--- src/inc/rtct_pkg.sv ---
// Shared constants of the real-time-clock timer and interrupt block.
package rtct_pkg;

    // Register byte offsets on the slave port.
    localparam logic [6:0] OFF_IEN   = 7'h1c;
    localparam logic [6:0] OFF_RAW   = 7'h20;
    localparam logic [6:0] OFF_MSK   = 7'h24;
    localparam logic [6:0] OFF_CLR   = 7'h28;
    localparam logic [6:0] OFF_TDR   = 7'h2c;
    localparam logic [6:0] OFF_TCR   = 7'h30;
    localparam logic [6:0] OFF_LD1   = 7'h34;
    localparam logic [6:0] OFF_LD2   = 7'h38;
    localparam logic [6:0] OFF_PAT0  = 7'h3c;
    localparam logic [6:0] OFF_TIN   = 7'h4c;
    localparam logic [6:0] OFF_TRIM  = 7'h50;
    localparam logic [6:0] WORD_STEP = 7'h04;

    // Interrupt bit positions, shared by enable, status and clear words.
    localparam int IRQ_ALARM = 0;
    localparam int IRQ_CD    = 1;

    // Timer control field positions.
    localparam int TCR_OS     = 0;
    localparam int TCR_EN     = 1;
    localparam int TCR_SS     = 2;
    localparam int TCR_LEN_LO = 4;
    localparam int TCR_LEN_HI = 10;
    localparam int TCR_CLK    = 11;
    localparam int TCR_BYP    = 12;

    // Widths and reset values.
    localparam int          PAT_WORDS   = 4;
    localparam int          PAT_BITS    = 128;
    localparam int          LEN_W       = 7;
    localparam int          TRIM_W      = 10;
    localparam int          DIV_W       = 12;
    localparam logic [31:0] TDR_RESET   = 32'hffff_ffff;
    localparam logic [31:0] WORD_ZERO   = 32'h0000_0000;

    // Slow reference rate, derived from the system clock by a divider.
    localparam int              CLK_HZ      = 125_000_000;
    localparam int              SLOW_HZ     = 32_768;
    localparam logic [DIV_W-1:0] SLOW_DIV   = DIV_W'(CLK_HZ / SLOW_HZ);
    localparam logic [TRIM_W-1:0] TRIM_WIN  = 10'h3ff;

endpackage : rtct_pkg

--- src/hw/rtct_tick.sv ---
// Slow reference tick divider with trim pulse deletion.
`timescale 1ns/1ps
module rtct_tick (
    input  wire logic                          clk_sys,   // System clock.
    input  wire logic                          arst_n,    // Asynchronous reset, active low.
    input  wire logic                          run,       // Divider runs while high.
    input  wire logic [rtct_pkg::TRIM_W-1:0]   trim_cnt,  // Ticks deleted per window.
    output logic                               raw_tick,  // Untrimmed slow tick pulse.
    output logic                               trim_tick  // Trimmed slow tick pulse.
);

    typedef struct packed {
        logic [rtct_pkg::DIV_W-1:0]  div;
        logic [rtct_pkg::TRIM_W-1:0] win;
        logic                        raw;
        logic                        trim;
    } rtct_tick_t;

    rtct_tick_t s_r;
    rtct_tick_t s_nxt;

    // Deleted ticks sit at the start of each window, so the loss is bunched, not spread.
    always_comb begin
        s_nxt      = s_r;
        s_nxt.raw  = 1'b0;
        s_nxt.trim = 1'b0;
        if (!run) begin
            s_nxt.div = '0;
        end else if (s_r.div == rtct_pkg::SLOW_DIV - 1'b1) begin
            s_nxt.div  = '0;
            s_nxt.raw  = 1'b1;
            s_nxt.trim = (s_r.win >= trim_cnt);
            s_nxt.win  = (s_r.win == rtct_pkg::TRIM_WIN - 1'b1) ? '0 : s_r.win + 1'b1;
        end else begin
            s_nxt.div = s_r.div + 1'b1;
        end
    end

    // State register.
    always_ff @(posedge clk_sys or negedge arst_n) begin
        if (!arst_n) begin
            s_r <= '0;
        end else begin
            s_r <= s_nxt;
        end
    end

    assign raw_tick  = s_r.raw;
    assign trim_tick = s_r.trim;

endmodule : rtct_tick

--- src/hw/rtct_count.sv ---
// Down counter with pattern-driven choice of reload value.
`timescale 1ns/1ps
module rtct_count (
    input  wire logic                           clk_sys,   // System clock.
    input  wire logic                           arst_n,    // Asynchronous reset, active low.
    input  wire logic                           tick,      // Selected slow tick.
    input  wire logic                           run,       // Timer enable.
    input  wire logic                           one_shot,  // Stop at zero when high.
    input  wire logic                           load_stb,  // Direct load while stopped.
    input  wire logic [31:0]                    load_val,  // Value for direct load.
    input  wire logic [31:0]                    ld1,       // First reload value.
    input  wire logic [31:0]                    ld2,       // Second reload value.
    input  wire logic [rtct_pkg::PAT_BITS-1:0]  pattern,   // Reload choice pattern.
    input  wire logic [rtct_pkg::LEN_W-1:0]     pat_len,   // Useful pattern length.
    output logic [31:0]                         cnt,       // Current count.
    output logic                                zero_pls   // One-cycle zero event.
);

    typedef struct packed {
        logic [31:0]                cnt;
        logic [rtct_pkg::LEN_W-1:0] ptr;
        logic                       zp;
    } rtct_cnt_t;

    localparam rtct_cnt_t CNT_RST = '{cnt: rtct_pkg::TDR_RESET, default: '0};

    rtct_cnt_t s_r;
    rtct_cnt_t s_nxt;

    // Count, reload and pointer stepping; nothing but a direct load moves without run and tick.
    always_comb begin
        s_nxt    = s_r;
        s_nxt.zp = 1'b0;
        if (load_stb) begin
            s_nxt.cnt = load_val;
            s_nxt.ptr = '0;
        end else if (tick && run) begin
            if (s_r.cnt <= 32'h0000_0001) begin
                s_nxt.zp = 1'b1;
                if (one_shot) begin
                    s_nxt.cnt = rtct_pkg::WORD_ZERO;
                end else begin
                    s_nxt.cnt = pattern[s_r.ptr] ? ld2 : ld1;
                    s_nxt.ptr = (s_r.ptr + 1'b1 >= pat_len) ? '0 : s_r.ptr + 1'b1;
                end
            end else begin
                s_nxt.cnt = s_r.cnt - 1'b1;
            end
        end
    end

    // State register.
    always_ff @(posedge clk_sys or negedge arst_n) begin
        if (!arst_n) begin
            s_r <= CNT_RST;
        end else begin
            s_r <= s_nxt;
        end
    end

    assign cnt      = s_r.cnt;
    assign zero_pls = s_r.zp;

endmodule : rtct_count

--- src/hw/rtct_top.sv ---
// Timer and interrupt logic of the real-time clock, with an Avalon-MM slave port.
//
// Chosen here: the Avalon-MM slave port.
`timescale 1ns/1ps

// Functional notes
// - Alarm enable bit 0 resets to 0 and gates the alarm interrupt.
// - Countdown enable bit 1 resets to 0 and gates the countdown interrupt.
// - Raw status bit 0 shows the alarm event, ignoring enables.
// - Raw status bit 1 shows the countdown event, ignoring enables.
// - Masked status is raw AND enable per bit; these drive the outputs.
// - Writing 1 to clear bit 0 drops the alarm event; 0 does nothing.
// - Writing 1 to clear bit 1 drops the countdown event; 0 does nothing.
// - Periodic mode: event at zero, reload from chosen value, keep counting.
// - One-shot mode: event at zero, then counting stops.
// - Enable bit starts or stops counting on the next slow tick.
// - A stopped counter holds its value.
// - Writing a reload register while stopped sets the enable bit.
// - In one-shot mode the enable bit clears itself at zero.
// - With self-start set, reload or pattern writes set the enable bit.
// - Length field bits 10:4 sets how many pattern bits are stepped.
// - Clock select bit 11: 0 untrimmed tick, 1 trimmed tick.
// - Gating override bit 12 keeps the tick divider always running.
// - Two 32-bit reload registers, reset to zero, supply reloads.
// - 128-bit pattern in four words, lowest word holds bits 31:0.
// - Trimmed tick drops a programmed number of ticks per 1023.
// - Read-only 32-bit register counts countdown events.
module rtct_top (
    input  wire logic        clk_sys,          // System clock, 125 MHz.
    input  wire logic        arst_n,           // Asynchronous reset, active low.
    input  wire logic [6:0]  avs_address,      // Byte address of the register.
    input  wire logic        avs_read,         // Read request.
    input  wire logic        avs_write,        // Write request.
    input  wire logic [31:0] avs_writedata,    // Write data.
    input  wire logic [3:0]  avs_byteenable,   // Write byte lanes.
    output logic [31:0]      avs_readdata,     // Read data.
    output logic             avs_waitrequest,  // Stall, high while not answering.
    input  wire logic        alarm_event,      // One-cycle clockwatch match pulse.
    output logic             alarm_irq_out,    // Masked alarm interrupt.
    output logic             countdown_irq_out // Masked countdown interrupt.
);

    typedef struct packed {
        logic [1:0]                        ien;
        logic [1:0]                        raw;
        logic                              irq_a;
        logic                              irq_c;
        logic                              os;
        logic                              en;
        logic                              ss;
        logic [rtct_pkg::LEN_W-1:0]        len;
        logic                              clksel;
        logic                              byp;
        logic [31:0]                       ld1;
        logic [31:0]                       ld2;
        logic [rtct_pkg::PAT_BITS-1:0]     pat;
        logic [31:0]                       countdown_event_count;
        logic [rtct_pkg::TRIM_W-1:0]       trim;
        logic                              wait_r;
        logic [31:0]                       rdata;
    } rtct_state_t;

    localparam rtct_state_t TOP_RST = '{wait_r: 1'b1, default: '0};

    rtct_state_t s_r;
    rtct_state_t s_nxt;

    logic        req;
    logic        commit;
    logic        wr;
    logic        ld_wr;
    logic        pat_wr;
    logic        load_stb;
    logic [31:0] rd_word;
    logic [31:0] mrg;
    logic [1:0]  clr_bits;
    logic        raw_tick;
    logic        trim_tick;
    logic        tick;
    logic [31:0] cnt;
    logic        zp;

    // Merges write data into the present word lane by lane.
    function automatic logic [31:0] be_merge(input logic [31:0] old, input logic [31:0] wd,
                                             input logic [3:0] be);
        logic [31:0] res;
        res = old;
        for (int b = 0; b < 4; b++) begin
            if (be[b]) begin
                res[8*b +: 8] = wd[8*b +: 8];
            end
        end
        return res;
    endfunction : be_merge

    // Packs the timer control fields; unused positions stay zero.
    function automatic logic [31:0] tcr_word(input rtct_state_t st);
        logic [31:0] w;
        w = rtct_pkg::WORD_ZERO;
        w[rtct_pkg::TCR_OS] = st.os;
        w[rtct_pkg::TCR_EN] = st.en;
        w[rtct_pkg::TCR_SS] = st.ss;
        w[rtct_pkg::TCR_LEN_HI:rtct_pkg::TCR_LEN_LO] = st.len;
        w[rtct_pkg::TCR_CLK] = st.clksel;
        w[rtct_pkg::TCR_BYP] = st.byp;
        return w;
    endfunction : tcr_word

    // Bus handshake: the slave answers on the second edge of every request.
    assign req    = avs_read | avs_write;
    assign commit = req & ~s_r.wait_r;
    assign wr     = avs_write & commit;

    // Register read view; unmapped and write-only words read zero.
    always_comb begin
        rd_word = rtct_pkg::WORD_ZERO;
        case (avs_address)
            rtct_pkg::OFF_IEN:  rd_word[1:0] = s_r.ien;
            rtct_pkg::OFF_RAW:  rd_word[1:0] = s_r.raw;
            rtct_pkg::OFF_MSK:  rd_word[1:0] = s_r.raw & s_r.ien;
            rtct_pkg::OFF_TDR:  rd_word = cnt;
            rtct_pkg::OFF_TCR:  rd_word = tcr_word(s_r);
            rtct_pkg::OFF_LD1:  rd_word = s_r.ld1;
            rtct_pkg::OFF_LD2:  rd_word = s_r.ld2;
            rtct_pkg::OFF_TIN:  rd_word = s_r.countdown_event_count;
            rtct_pkg::OFF_TRIM: rd_word[rtct_pkg::TRIM_W-1:0] = s_r.trim;
            default: begin
                for (int i = 0; i < rtct_pkg::PAT_WORDS; i++) begin
                    if (avs_address == rtct_pkg::OFF_PAT0 + 7'(i * 4)) begin
                        rd_word = s_r.pat[32*i +: 32];
                    end
                end
            end
        endcase
    end

    // Write word; reading the view first keeps reserved bits at zero after a partial write.
    assign mrg      = be_merge(rd_word, avs_writedata, avs_byteenable);
    assign ld_wr    = wr & ((avs_address == rtct_pkg::OFF_LD1) | (avs_address == rtct_pkg::OFF_LD2));
    assign pat_wr   = wr & (avs_address >= rtct_pkg::OFF_PAT0)
                         & (avs_address < rtct_pkg::OFF_PAT0 + 7'(rtct_pkg::PAT_WORDS * 4));
    assign load_stb = ld_wr & ~s_r.en;
    assign clr_bits = (wr && avs_address == rtct_pkg::OFF_CLR) ? mrg[1:0] : 2'h0;

    // Tick source: divider gated off while stopped unless the override holds it running.
    rtct_tick u_tick (
        .clk_sys   (clk_sys),
        .arst_n    (arst_n),
        .run       (s_r.en | s_r.byp),
        .trim_cnt  (s_r.trim),
        .raw_tick  (raw_tick),
        .trim_tick (trim_tick)
    );

    assign tick = s_r.clksel ? trim_tick : raw_tick;

    // Counter core.
    rtct_count u_count (
        .clk_sys  (clk_sys),
        .arst_n   (arst_n),
        .tick     (tick),
        .run      (s_r.en),
        .one_shot (s_r.os),
        .load_stb (load_stb),
        .load_val (mrg),
        .ld1      (s_r.ld1),
        .ld2      (s_r.ld2),
        .pattern  (s_r.pat),
        .pat_len  (s_r.len),
        .cnt      (cnt),
        .zero_pls (zp)
    );

    // Next state of registers, flags and bus answer.
    always_comb begin
        s_nxt        = s_r;
        s_nxt.wait_r = ~(req & s_r.wait_r);
        if (avs_read && s_r.wait_r) begin
            s_nxt.rdata = rd_word;
        end
        if (wr) begin
            case (avs_address)
                rtct_pkg::OFF_IEN: s_nxt.ien = mrg[1:0];
                rtct_pkg::OFF_TCR: begin
                    s_nxt.os     = mrg[rtct_pkg::TCR_OS];
                    s_nxt.en     = mrg[rtct_pkg::TCR_EN];
                    s_nxt.ss     = mrg[rtct_pkg::TCR_SS];
                    s_nxt.len    = mrg[rtct_pkg::TCR_LEN_HI:rtct_pkg::TCR_LEN_LO];
                    s_nxt.clksel = mrg[rtct_pkg::TCR_CLK];
                    s_nxt.byp    = mrg[rtct_pkg::TCR_BYP];
                end
                rtct_pkg::OFF_LD1:  s_nxt.ld1  = mrg;
                rtct_pkg::OFF_LD2:  s_nxt.ld2  = mrg;
                rtct_pkg::OFF_TRIM: s_nxt.trim = mrg[rtct_pkg::TRIM_W-1:0];
                default: begin
                    for (int i = 0; i < rtct_pkg::PAT_WORDS; i++) begin
                        if (avs_address == rtct_pkg::OFF_PAT0 + 7'(i * 4)) begin
                            s_nxt.pat[32*i +: 32] = mrg;
                        end
                    end
                end
            endcase
        end
        // Hardware clears after software writes; hardware sets come last and win.
        if (zp && s_r.os) begin
            s_nxt.en = 1'b0;
        end
        if (load_stb || (s_r.ss && (ld_wr || pat_wr))) begin
            s_nxt.en = 1'b1;
        end
        // A new event in the clearing cycle survives the clear.
        s_nxt.raw[rtct_pkg::IRQ_ALARM] = (s_r.raw[rtct_pkg::IRQ_ALARM] & ~clr_bits[rtct_pkg::IRQ_ALARM])
                                         | alarm_event;
        s_nxt.raw[rtct_pkg::IRQ_CD]    = (s_r.raw[rtct_pkg::IRQ_CD] & ~clr_bits[rtct_pkg::IRQ_CD])
                                         | zp;
        if (zp) begin
            s_nxt.countdown_event_count = s_r.countdown_event_count + 1'b1;
        end
        s_nxt.irq_a = s_nxt.raw[rtct_pkg::IRQ_ALARM] & s_nxt.ien[rtct_pkg::IRQ_ALARM];
        s_nxt.irq_c = s_nxt.raw[rtct_pkg::IRQ_CD] & s_nxt.ien[rtct_pkg::IRQ_CD];
    end

    // State register.
    always_ff @(posedge clk_sys or negedge arst_n) begin
        if (!arst_n) begin
            s_r <= TOP_RST;
        end else begin
            s_r <= s_nxt;
        end
    end

    assign avs_readdata      = s_r.rdata;
    assign avs_waitrequest   = s_r.wait_r;
    assign alarm_irq_out     = s_r.irq_a;
    assign countdown_irq_out = s_r.irq_c;
endmodule : rtct_top

--- config.mk ---
export PLATFORM = sky130hd
export DESIGN_NAME = rtct_top
export DESIGN_NICKNAME = d
export VERILOG_FILES = /design/src/inc/rtct_pkg.sv /design/src/hw/rtct_tick.sv /design/src/hw/rtct_count.sv /design/src/hw/rtct_top.sv
export SDC_FILE = /design/constraint.sdc
export NUM_CORES = 1
export LEC_CHECK = 0
export ABC_AREA = 1
export BUFFER_PORTS_ARGS = -buffer_cell sky130_fd_sc_hd__clkbuf_2
export CAP_MARGIN = 20
export CORE_ASPECT_RATIO = 1.2
export CORE_UTILIZATION = 32
export CTS_CLUSTER_DIAMETER = 60
export DETAILED_ROUTE_END_ITERATION = 10
export PLACE_DENSITY = 0.47
export SYNTH_ARGS = -nofsm -noshare
export SYNTH_HDL_FRONTEND = slang
export SYNTH_SLANG_ARGS = --single-unit
--- constraint.sdc ---
create_clock -name clk_sys -period 2.6 [get_ports clk_sys]
set_input_delay 0.39 -clock clk_sys [delete_from_list [all_inputs] [get_ports clk_sys]]
set_output_delay 0.39 -clock clk_sys [all_outputs]
set_load 0.05 [all_outputs]
==> flow_summary.html, run 1 <==
<table>
<tr><th>Metric</th><th>Value</th></tr>
<tr><th colspan="2">Clock network</th></tr>
<tr><td>CTS Buffer Depth</td><td>3</td></tr>
<tr><td>Clock-pin slew of the registers on the worst-case setup and hold paths</td><td>60 ps</td></tr>
<tr><td>Clock tree from TritonCTS</td><td>built</td></tr>
<tr><td>Count of H-tree levels built during CTS</td><td>2</td></tr>
<tr><td>Number of buffers added by the clock tree synthesis step</td><td>45</td></tr>
<tr><td>Clock network latency to the later pin of the worst-skew pair</td><td>600 ps</td></tr>
<tr><td>Clock net sink count</td><td>349</td></tr>
<tr><td>Root buffer cell</td><td>sky130_fd_sc_hd__clkbuf_16</td></tr>
<tr><th colspan="2">Place</th></tr>
<tr><td>HPWL after DPL</td><td>54500 um</td></tr>
<tr><td>Area post-placement</td><td>22400 sq um</td></tr>
<tr><td>RePlAce Congestion</td><td>0.958</td></tr>
<tr><td>Port bufs</td><td>82</td></tr>
<tr><td>Post-Place Worst Slack</td><td>-286 ps</td></tr>
<tr><th colspan="2">Die</th></tr>
<tr><td>Effective utilization at floorplan</td><td>32.4%</td></tr>
<tr><td>Number of rows in the core area</td><td>100</td></tr>
<tr><td>DIE AREA</td><td>64000 sq um</td></tr>
<tr><td>Area of the core region</td><td>62200 sq um</td></tr>
<tr><td>Chip width</td><td>231 um</td></tr>
<tr><td>Top-Level Pins</td><td>83</td></tr>
<tr><td>Die Y</td><td>277 um</td></tr>
<tr><th colspan="2">Pwr</th></tr>
<tr><td>Static power due to leakage</td><td>11.1 nW</td></tr>
<tr><td>Reg power frac</td><td>39.7%</td></tr>
<tr><td>P_sw</td><td>5.14 mW</td></tr>
<tr><td>Switching fraction of total power</td><td>32.1%</td></tr>
<tr><td>Relative contribution of the clock network to total power</td><td>40.1%</td></tr>
<tr><td>Share of total power in combinational logic</td><td>20.3%</td></tr>
<tr><td>Cell internal power dissipation</td><td>10.8 mW</td></tr>
<tr><td>Total power</td><td>16.0 mW</td></tr>
<tr><td>Total power density per cell area</td><td>665 nW/um^2</td></tr>
<tr><td>Largest vdd supply drop</td><td>0.412 mV</td></tr>
<tr><th colspan="2">Logic synthesis</th></tr>
<tr><td>Syn nets</td><td>2768</td></tr>
<tr><td>Seq/Total Area, Yosys</td><td>43.6%</td></tr>
<tr><td>Async set-reset flop share out of synthesis</td><td>100%</td></tr>
<tr><td>Number of warning messages in the yosys log</td><td>0</td></tr>
<tr><td>Flops &amp; latches, synth</td><td>349</td></tr>
<tr><td>Distinct cell type count of the synthesized netlist</td><td>55</td></tr>
<tr><td>Post-Synthesis Cell Area</td><td>20100 sq um</td></tr>
<tr><td>Library cell occupying the most area in the post-synthesis netlist</td><td>sky130_fd_sc_hd__dfrtp_1</td></tr>
<tr><td>Average footprint of a synthesized cell</td><td>7.48 sq um</td></tr>
<tr><td>Leading cell types by total area after synthesis</td><td>sky130_fd_sc_hd__dfrtp_1, sky130_fd_sc_hd__nand2_1, sky130_fd_sc_hd__inv_1</td></tr>
<tr><td>Number of synthesized flops with an enable pin</td><td>0</td></tr>
<tr><td>Synthesized instance count</td><td>2695</td></tr>
<tr><td>Dominant register cell in the synthesized netlist</td><td>sky130_fd_sc_hd__dfrtp_1</td></tr>
<tr><td>Top cell type's share of synthesized area</td><td>39.2%</td></tr>
<tr><th colspan="2">Timing</th></tr>
<tr><td>Share of the clock period used by the worst path after layout</td><td>95.1%</td></tr>
<tr><td>Final-report hold violation count</td><td>0</td></tr>
<tr><td>Worst-case clock skew</td><td>11.9 ps</td></tr>
<tr><td>Total negative slack for setup checks</td><td>0 ps</td></tr>
<tr><td>Clock period minus final worst setup slack</td><td>2470 ps</td></tr>
<tr><td>Slew headroom</td><td>47.9%</td></tr>
<tr><td>Slew @ Worst Pin</td><td>775 ps</td></tr>
<tr><td>Final number of setup-violating endpoints</td><td>0</td></tr>
<tr><td>Max Clk Rate</td><td>0.404 GHz</td></tr>
<tr><td>Final WS setup</td><td>126 ps</td></tr>
<tr><td>Count of pins over their slew limit</td><td>0</td></tr>
<tr><th colspan="2">GRT</th></tr>
<tr><td>GR Overflow Total</td><td>0</td></tr>
<tr><td>Global-route layer with the greatest usage</td><td>met2</td></tr>
<tr><td>Met2 Resource Use GR</td><td>38.2%</td></tr>
<tr><td>Number of global-route vias before repair</td><td>18.7k</td></tr>
<tr><td>Largest net degree at the start of global routing</td><td>67</td></tr>
<tr><td>Wire length of the first global-routing pass</td><td>113000 um</td></tr>
<tr><td>Fraction of met3 tracks used by global routing</td><td>3.20%</td></tr>
<tr><td>Global-route usage over all layers</td><td>23.2%</td></tr>
<tr><td>Routing usage on met1</td><td>31.0%</td></tr>
<tr><td>Initial antenna violation count</td><td>1</td></tr>
<tr><th colspan="2">Finish</th></tr>
<tr><td>Proportion of layout cells with a drive suffix above 1</td><td>17.6%</td></tr>
<tr><td>Final core area utilization</td><td>38.7%</td></tr>
<tr><td>Antenna diode count</td><td>0</td></tr>
<tr><td>Final standard cell area without fillers</td><td>24000 sq um</td></tr>
<tr><td>Commonest cells after routing, fill and taps aside</td><td>sky130_fd_sc_hd__nand2_1, sky130_fd_sc_hd__inv_1, sky130_fd_sc_hd__dfrtp_1</td></tr>
<tr><td>Leading cell type in the layout, fill and taps excluded</td><td>sky130_fd_sc_hd__nand2_1</td></tr>
<tr><td>P&amp;R area growth vs syn</td><td>19.4%</td></tr>
<tr><td>Number of nets in the finished design</td><td>2927</td></tr>
<tr><th colspan="2">Drt</th></tr>
<tr><td>Number of vias per cell</td><td>5.07</td></tr>
<tr><td>Antenna Nets Post-Route</td><td>0</td></tr>
<tr><td>Starting DRT DRC Count</td><td>1510</td></tr>
<tr><td>Drt first pass iters</td><td>5</td></tr>
<tr><td>Remaining DRCs</td><td>0</td></tr>
<tr><td>Total detailed-routing wirelength</td><td>73700 um</td></tr>
<tr><td>Avg WL per Cell</td><td>19.9 um</td></tr>
<tr><td>Vias after detailed routing</td><td>18.8k</td></tr>
<tr><th colspan="2">Setup path</th></tr>
<tr><td>CP endpoint kind</td><td>flip-flop</td></tr>
<tr><td>Top Family by Delay on Critical Path</td><td>simple AND/OR/NAND/NOR gates</td></tr>
<tr><td>Data arrival time of the critical path</td><td>3000 ps</td></tr>
<tr><td>Required time of the critical path</td><td>3130 ps</td></tr>
<tr><td>Critical path launch point type</td><td>flip-flop</td></tr>
<tr><td>Crit path buf inv count</td><td>3</td></tr>
<tr><td>Series of cell instances along the critical path</td><td>buf_12, buf_12, or2_0, nand3_1, nand3_1, nand3_1, nand3_1, nand3_1, nand3_2, nand2_4, buf_12, nand2_1, nand3_1, nand2_1, nand2_1, nand2_1</td></tr>
<tr><td>Largest incremental delay on the critical path</td><td>440 ps</td></tr>
<tr><td>Largest fanout on the critical path</td><td>40</td></tr>
<tr><td>Slowest library cell on the worst path</td><td>sky130_fd_sc_hd__dfrtp_2</td></tr>
<tr><td>Cell repeated most along the worst path</td><td>sky130_fd_sc_hd__nand3_1</td></tr>
<tr><td>Category of the critical setup timing path</td><td>flip-flop to flip-flop</td></tr>
<tr><th colspan="2">Run status</th></tr>
<tr><td>Run status</td><td>finished clean</td></tr>
<tr><th colspan="2">Flow run</th></tr>
<tr><td># Max-Cap Violations</td><td>0</td></tr>
<tr><th colspan="2">Hold path</th></tr>
<tr><td>Classification of the worst-slack hold path</td><td>primary input to flip-flop</td></tr>
</table>
## layer usage
metal | share of wire [%] | routed length, um
met5 | 0 | 0
met4 | 3.6 | 2690
met3 | 5.3 | 3940
met2 | 47 | 34600
met1 | 44 | 32500
## stage by stage
stage / cells / hold slack [ps]
2_1_floorplan: 2695 / 94.4
3_3_place_gp: 3616 / 407
3_5_place_dp: 3616 / 421
4_1_cts: 3698 / 75.9
5_1_grt: 3702 / 64.1
6_report: 3702 / 81.8
## power groups by stage
stage / clock network, mW / logic, mW / registers, mW
floorplan: 0 / 2.16 / 6.28
global placement: 0 / 3.12 / 6.43
detailed placement: 0 / 3.16 / 6.43
CTS: 6.56 / 3.17 / 6.34
global route: 6.78 / 3.61 / 6.39
finish: 6.40 / 3.24 / 6.34
## area by class of cell
type,instances,area [sq um]
Clock buffer,58,1270
Fill cell,6497,38100
Timing Repair Buffer,263,2170
Tap cell,816,1020
Multi-Input combinational cell,1849,9270
Sequential cell,349,8780
Inverter,346,1300
Clock inverter,21,233
## path summary, 6_finish.rpt
path	slack (ps)	cells after the start	end	from
setup / recovery	130	16	u_count.cnt[22]	u_count.s_r[1]
min in group asynchronous	360	2	u_tick.s_r[21]	arst_n
hold / removal	80	3	s_r[281]	alarm_event
setup reg to reg	130	16	u_count.cnt[22]	u_count.s_r[1]
max in group asynchronous	1400	3	u_count.cnt[20]	arst_n
hold reg to reg	480	2	avs_readdata[26]	avs_readdata[26]
## cells by family (layout without fill, tap and decap cells)
group / after synthesis / after routing / synth area share (%)
simple gates: 1260 / 1260 / 27.3
compound gates: 509 / 509 / 14.5
fa+ha+maj: 25 / 25 / 1.55
buf+inv: 497 / 688 / 10.7
flops: 349 / 349 / 43.6
xor+xnor: 55 / 55 / 2.39
## worst reg2reg max path: stages (launching register included)
cell and delay, ps:
sky130_fd_sc_hd__dfrtp_2 440, sky130_fd_sc_hd__buf_12 150, sky130_fd_sc_hd__buf_12 170, sky130_fd_sc_hd__or2_0 270, sky130_fd_sc_hd__nand3_1 70, sky130_fd_sc_hd__nand3_1 110, sky130_fd_sc_hd__nand3_1 110, sky130_fd_sc_hd__nand3_1 140
sky130_fd_sc_hd__nand3_1 150, sky130_fd_sc_hd__nand3_2 150, sky130_fd_sc_hd__nand2_4 150, sky130_fd_sc_hd__buf_12 170, sky130_fd_sc_hd__nand2_1 80, sky130_fd_sc_hd__nand3_1 70, sky130_fd_sc_hd__nand2_1 70, sky130_fd_sc_hd__nand2_1 70
sky130_fd_sc_hd__nand2_1 50
## cells in the mapped netlist (7+ instances only)
library cell                number
sky130_fd_sc_hd__nand2_1       746
sky130_fd_sc_hd__dfrtp_1       316
sky130_fd_sc_hd__inv_1         313
sky130_fd_sc_hd__o21ai_0       220
sky130_fd_sc_hd__nand3_1       197
sky130_fd_sc_hd__nor2_1        143
sky130_fd_sc_hd__o21ai_1        96
sky130_fd_sc_hd__clkbuf_1       62
sky130_fd_sc_hd__a21oi_1        61
sky130_fd_sc_hd__xor2_1         49
sky130_fd_sc_hd__nor3_1         47
sky130_fd_sc_hd__o22ai_1        40
sky130_fd_sc_hd__buf_4          39
sky130_fd_sc_hd__dfstp_2        33
sky130_fd_sc_hd__buf_2          32
sky130_fd_sc_hd__inv_2          30
sky130_fd_sc_hd__ha_1           25
sky130_fd_sc_hd__nand4_1        25
sky130_fd_sc_hd__nand2_2        19
sky130_fd_sc_hd__o211ai_1       18
sky130_fd_sc_hd__o21ai_2        18
sky130_fd_sc_hd__buf_6          13
sky130_fd_sc_hd__or2_2          12
sky130_fd_sc_hd__o2111ai_1      11
sky130_fd_sc_hd__o221ai_1       11
sky130_fd_sc_hd__nor2_2         10
sky130_fd_sc_hd__or2_0           9
sky130_fd_sc_hd__nor2_4          8
sky130_fd_sc_hd__a31oi_1         7
sky130_fd_sc_hd__o211ai_2        7
## registers in the layout, summed over array words and instances (netlist names)
signal / count
u_count.cnt: 32
u_count.s_r: 7
u_tick.raw_tick: 1
alarm_irq_out: 1
s_r: 250
avs_readdata: 32
u_tick.s_r: 22
u_count.zero_pls: 1
countdown_irq_out: 1
u_tick.trim_tick: 1
avs_waitrequest: 1
## timing repair
item / 4_1_cts / 5_1_grt
hold endpoints to repair: 47 / 0
hold buffers: 3 / 0
buffers inserted: 0 / 4
gates resized for setup: 0 / 12
endpoints found under the setup margin: 0 / 36
Power figures use the tool's default switching activity.
==> run 2, diff against run 1 <==
PLACE_DENSITY = 0.54   (was 0.47)
clock period = 3.2 ns   (was 2.6 ns; I/O delays follow)
==> run 2 against run 1 <==
Net effect: die area did not move; first-iteration DRC count grew 11%; utilization is 2.0 points lower; sequential power fell by 19%; register-to-register slack better by 340 ps; critical path type unchanged; largest power group is now sequential cells.
==> flow_summary.html, run 2 (synthesis gave the netlist of run 1 again) <==
<table>
<tr><th>Metric</th><th>Value</th></tr>
<tr><th colspan="2">GRT</th></tr>
<tr><td>Global-route usage over all layers</td><td>22.2% (-1.0 points)</td></tr>
<tr><td>Number of global-route vias before repair</td><td>18.2k (-2.6%)</td></tr>
<tr><td>Wire length of the first global-routing pass</td><td>109000 um (-3.6%)</td></tr>
<tr><td>Initial antenna violation count</td><td>0 (-1)</td></tr>
<tr><td>GR Overflow Total</td><td>0 (unchanged)</td></tr>
<tr><td>Largest net degree at the start of global routing</td><td>88 (+31%)</td></tr>
<tr><th colspan="2">Setup path</th></tr>
<tr><td>Worst setup path start</td><td>u_count.s_r[1]</td></tr>
<tr><td>Critical path launch point type</td><td>flip-flop</td></tr>
<tr><td>Series of cell instances along the critical path</td><td>inv_4, nand2_1, nand3_1, nand2_1, nand2_1, nand2_1, nand2_1, nand3_1, nand3_1, nand3_2, nand2_4, inv_4, nand2_1, o211ai_2, nand2_1</td></tr>
<tr><td>Required time of the critical path</td><td>3720 ps (+590 ps)</td></tr>
<tr><td>FF-to-FF Start</td><td>u_count.s_r[1]</td></tr>
<tr><td>Largest fanout on the critical path</td><td>45 (+13%)</td></tr>
<tr><td>Slack of the worst reg-to-reg path</td><td>470 ps (+340 ps)</td></tr>
<tr><td>Category of the critical setup timing path</td><td>flip-flop to flip-flop</td></tr>
<tr><td>Cell repeated most along the worst path</td><td>sky130_fd_sc_hd__nand2_1</td></tr>
<tr><td>Count of cells along the worst register-to-register path</td><td>15 (-1)</td></tr>
<tr><td>Data arrival time of the critical path</td><td>3250 ps (+250 ps)</td></tr>
<tr><td>Largest incremental delay on the critical path</td><td>450 ps (about the same)</td></tr>
<tr><td>Slowest library cell on the worst path</td><td>sky130_fd_sc_hd__dfrtp_2</td></tr>
<tr><td>Worst reg2reg path endpoint</td><td>u_count.cnt[4]</td></tr>
<tr><td>CP endpoint kind</td><td>flip-flop</td></tr>
<tr><th colspan="2">Hold path</th></tr>
<tr><td>Launch instance of the worst min-delay path</td><td>avs_read</td></tr>
<tr><td>Classification of the worst-slack hold path</td><td>primary input to flip-flop</td></tr>
<tr><td>Hold Crit Depth</td><td>2 (-1)</td></tr>
<tr><td>Hold path endpoint</td><td>avs_waitrequest</td></tr>
<tr><th colspan="2">Drt</th></tr>
<tr><td>Number of vias per cell</td><td>5.17 (+1.9%)</td></tr>
<tr><td>Avg WL per Cell</td><td>19.7 um (-1.2%)</td></tr>
<tr><td>Total detailed-routing wirelength</td><td>70700 um (-4.2%)</td></tr>
<tr><td>Remaining DRCs</td><td>0 (unchanged)</td></tr>
<tr><td>Starting DRT DRC Count</td><td>1670 (+11%)</td></tr>
<tr><td>Drt first pass iters</td><td>6 (+1)</td></tr>
<tr><td>Antenna Nets Post-Route</td><td>0 (unchanged)</td></tr>
<tr><td>Vias after detailed routing</td><td>18.5k (-1.2%)</td></tr>
<tr><th colspan="2">Finish</th></tr>
<tr><td>Largest register by flop count</td><td>s_r</td></tr>
<tr><td>Commonest cells after routing, fill and taps aside</td><td>sky130_fd_sc_hd__nand2_1, sky130_fd_sc_hd__dfrtp_1, sky130_fd_sc_hd__inv_1</td></tr>
<tr><td>Antenna diode count</td><td>0 (unchanged)</td></tr>
<tr><td>Number of flip-flops in the largest register</td><td>250 (unchanged)</td></tr>
<tr><td>Proportion of layout cells with a drive suffix above 1</td><td>13.8% (-3.8 points)</td></tr>
<tr><td>Leading cell type in the layout, fill and taps excluded</td><td>sky130_fd_sc_hd__nand2_1</td></tr>
<tr><td>Non-filler cells, final</td><td>3591 (-3.0%)</td></tr>
<tr><td>P&amp;R area growth vs syn</td><td>13.3%</td></tr>
<tr><td>Number of nets in the finished design</td><td>2812 (-3.9%)</td></tr>
<tr><th colspan="2">Timing</th></tr>
<tr><td>Total negative slack for setup checks</td><td>0 ps (unchanged)</td></tr>
<tr><td>Final number of setup-violating endpoints</td><td>0 (unchanged)</td></tr>
<tr><td>Slew @ Worst Pin</td><td>821 ps (+46.8 ps)</td></tr>
<tr><td>Share of the clock period used by the worst path after layout</td><td>85.3% (-9.8 points)</td></tr>
<tr><td>Clock period minus final worst setup slack</td><td>2730 ps (+256 ps)</td></tr>
<tr><td>Final-report hold violation count</td><td>0 (unchanged)</td></tr>
<tr><td>Worst-case clock skew</td><td>35.6 ps (+23.6 ps)</td></tr>
<tr><td>Max Clk Rate</td><td>0.366 GHz (-9.4%)</td></tr>
<tr><td>Setup repair after global routing missed its margin</td><td>no</td></tr>
<tr><td>Slew headroom</td><td>44.8% (-3.1 points)</td></tr>
<tr><td>Count of pins over their slew limit</td><td>0 (unchanged)</td></tr>
<tr><th colspan="2">Die</th></tr>
<tr><td>Area of the core region</td><td>62200 sq um (unchanged)</td></tr>
<tr><td>Top-Level Pins</td><td>83 (unchanged)</td></tr>
<tr><td>DIE AREA</td><td>64000 sq um (unchanged)</td></tr>
<tr><td>Effective utilization at floorplan</td><td>32.4% (unchanged)</td></tr>
<tr><td>Die Y</td><td>277 um (unchanged)</td></tr>
<tr><td>Chip width</td><td>231 um (unchanged)</td></tr>
<tr><td>Number of rows in the core area</td><td>100 (unchanged)</td></tr>
<tr><th colspan="2">Clock network</th></tr>
<tr><td>CTS Buffer Depth</td><td>3 (unchanged)</td></tr>
<tr><td>Root buffer cell</td><td>sky130_fd_sc_hd__clkbuf_16</td></tr>
<tr><td>Number of buffers added by the clock tree synthesis step</td><td>45 (unchanged)</td></tr>
<tr><td>Number of buffers inserted to repair setup after CTS</td><td>0 (unchanged)</td></tr>
<tr><td>Count of H-tree levels built during CTS</td><td>2 (unchanged)</td></tr>
<tr><td>Clock-pin slew of the registers on the worst-case setup and hold paths</td><td>60 ps (about the same)</td></tr>
<tr><td>Clock net sink count</td><td>349 (unchanged)</td></tr>
<tr><td>Clock network latency to the later pin of the worst-skew pair</td><td>600 ps (about the same)</td></tr>
<tr><td>Clock tree from TritonCTS</td><td>built</td></tr>
<tr><th colspan="2">Pwr</th></tr>
<tr><td>Static power due to leakage</td><td>10.4 nW (-6.2%)</td></tr>
<tr><td>Relative contribution of the clock network to total power</td><td>39.8% (-0.3 points)</td></tr>
<tr><td>Share of total power in combinational logic</td><td>19.2% (-1.1 points)</td></tr>
<tr><td>P_sw</td><td>4.08 mW (-21%)</td></tr>
<tr><td>Largest vdd supply drop</td><td>0.375 mV (-9.1%)</td></tr>
<tr><td>Reg power frac</td><td>41.0% (+1.3 points)</td></tr>
<tr><td>Total power density per cell area</td><td>551 nW/um^2 (-17%)</td></tr>
<tr><td>Cell internal power dissipation</td><td>8.49 mW (-22%)</td></tr>
<tr><td>Switching fraction of total power</td><td>32.5% (+0.31 points)</td></tr>
<tr><th colspan="2">Place</th></tr>
<tr><td>RePlAce Congestion</td><td>0.932 (-2.7%)</td></tr>
<tr><td>HPWL after DPL</td><td>51300 um (-6.0%)</td></tr>
<tr><td>Port bufs</td><td>82 (unchanged)</td></tr>
<tr><td>Cell count after placement</td><td>3507 (-3.0%)</td></tr>
<tr><th colspan="2">Run status</th></tr>
<tr><td>Run status</td><td>finished clean</td></tr>
<tr><th colspan="2">Flow run</th></tr>
<tr><td># Max-Cap Violations</td><td>0 (unchanged)</td></tr>
</table>
[run 2: cell types whose count changed in the layout (fill, tap and decap cells not counted), moves of 3 or more]
cell                         change
sky130_fd_sc_hd__clkinvlp_4      -3
sky130_fd_sc_hd__clkinv_2        +5
sky130_fd_sc_hd__clkbuf_8        -3
sky130_fd_sc_hd__buf_4          -92
sky130_fd_sc_hd__buf_12         -20
sky130_fd_sc_hd__clkbuf_1        +8
[run 2: metrics by stage]
step	setup WS (ps)	cell area [sq um]	hold WS (ps)	total power [mW]	utilization, %
3_5_place_dp	277	21400	473	7.61	34.3
3_3_place_gp	253	21400	466	7.58	34.3
6_report	470	22800	90.8	12.6	36.7
5_1_grt	235	22800	108	13.2	36.7
2_1_floorplan	857	20100	184	6.86	-
4_1_cts	486	22800	69.5	12.7	36.7
[run 2: how the worst max path moves through the flow]
stage,end,slack (ps),cells past startpoint
after floorplan,u_count.s_r[4],860,14
after detailed placement,u_count.cnt[16],280,12
after CTS,u_count.s_r[5],490,14
after global placement,u_count.cnt[16],250,12
after global routing,u_count.cnt[2],230,15
final,u_count.cnt[4],470,15
[run 2: power groups by stage]
stage          combinational [mW]  sequential [mW]  clock, mW
2_1_floorplan                1.76             5.10          0
3_3_place_gp                 2.36             5.22          0
3_5_place_dp                 2.39             5.22          0
4_1_cts                      2.40             5.15       5.12
5_1_grt                      2.71             5.19       5.30
6_report                     2.41             5.16       5.01
[run 2: cell type report]
cell class | count | area, sq um
clock inverter | 19 | 168
inverter | 346 | 1300
clock buffer | 64 | 1290
multi-input combinational | 1849 | 9230
fill | 6473 | 39400
timing repair buffer | 148 | 1040
tap | 816 | 1020
sequential | 349 | 8780
[run 2: worst max-delay path: cells and delay by family, from the launching register on]
kind                   cells  cell delay (ps)
buffers and inverters      2              610
AO/OA/AOI/OAI              1               90
AND/OR/NAND/NOR           12             1460
flip-flops                 1              450
[run 2: timing repair]
| action | 4_1_cts | 5_1_grt |
|---|---|---|
| setup endpoints to repair | 0 | 0 |
| hold buffers | 1 | 0 |
| gates resized for setup | 0 | 0 |
| hold endpoints to repair | 61 | 0 |
[run 2: routing by layer]
metal | part of all wire (%) | GRT usage (%)
met2 | 45 | 35.0
met3 | 6.6 | 3.49
met4 | 3.5 | 8.49
met5 | 0 | 0
met1 | 45 | 30.4
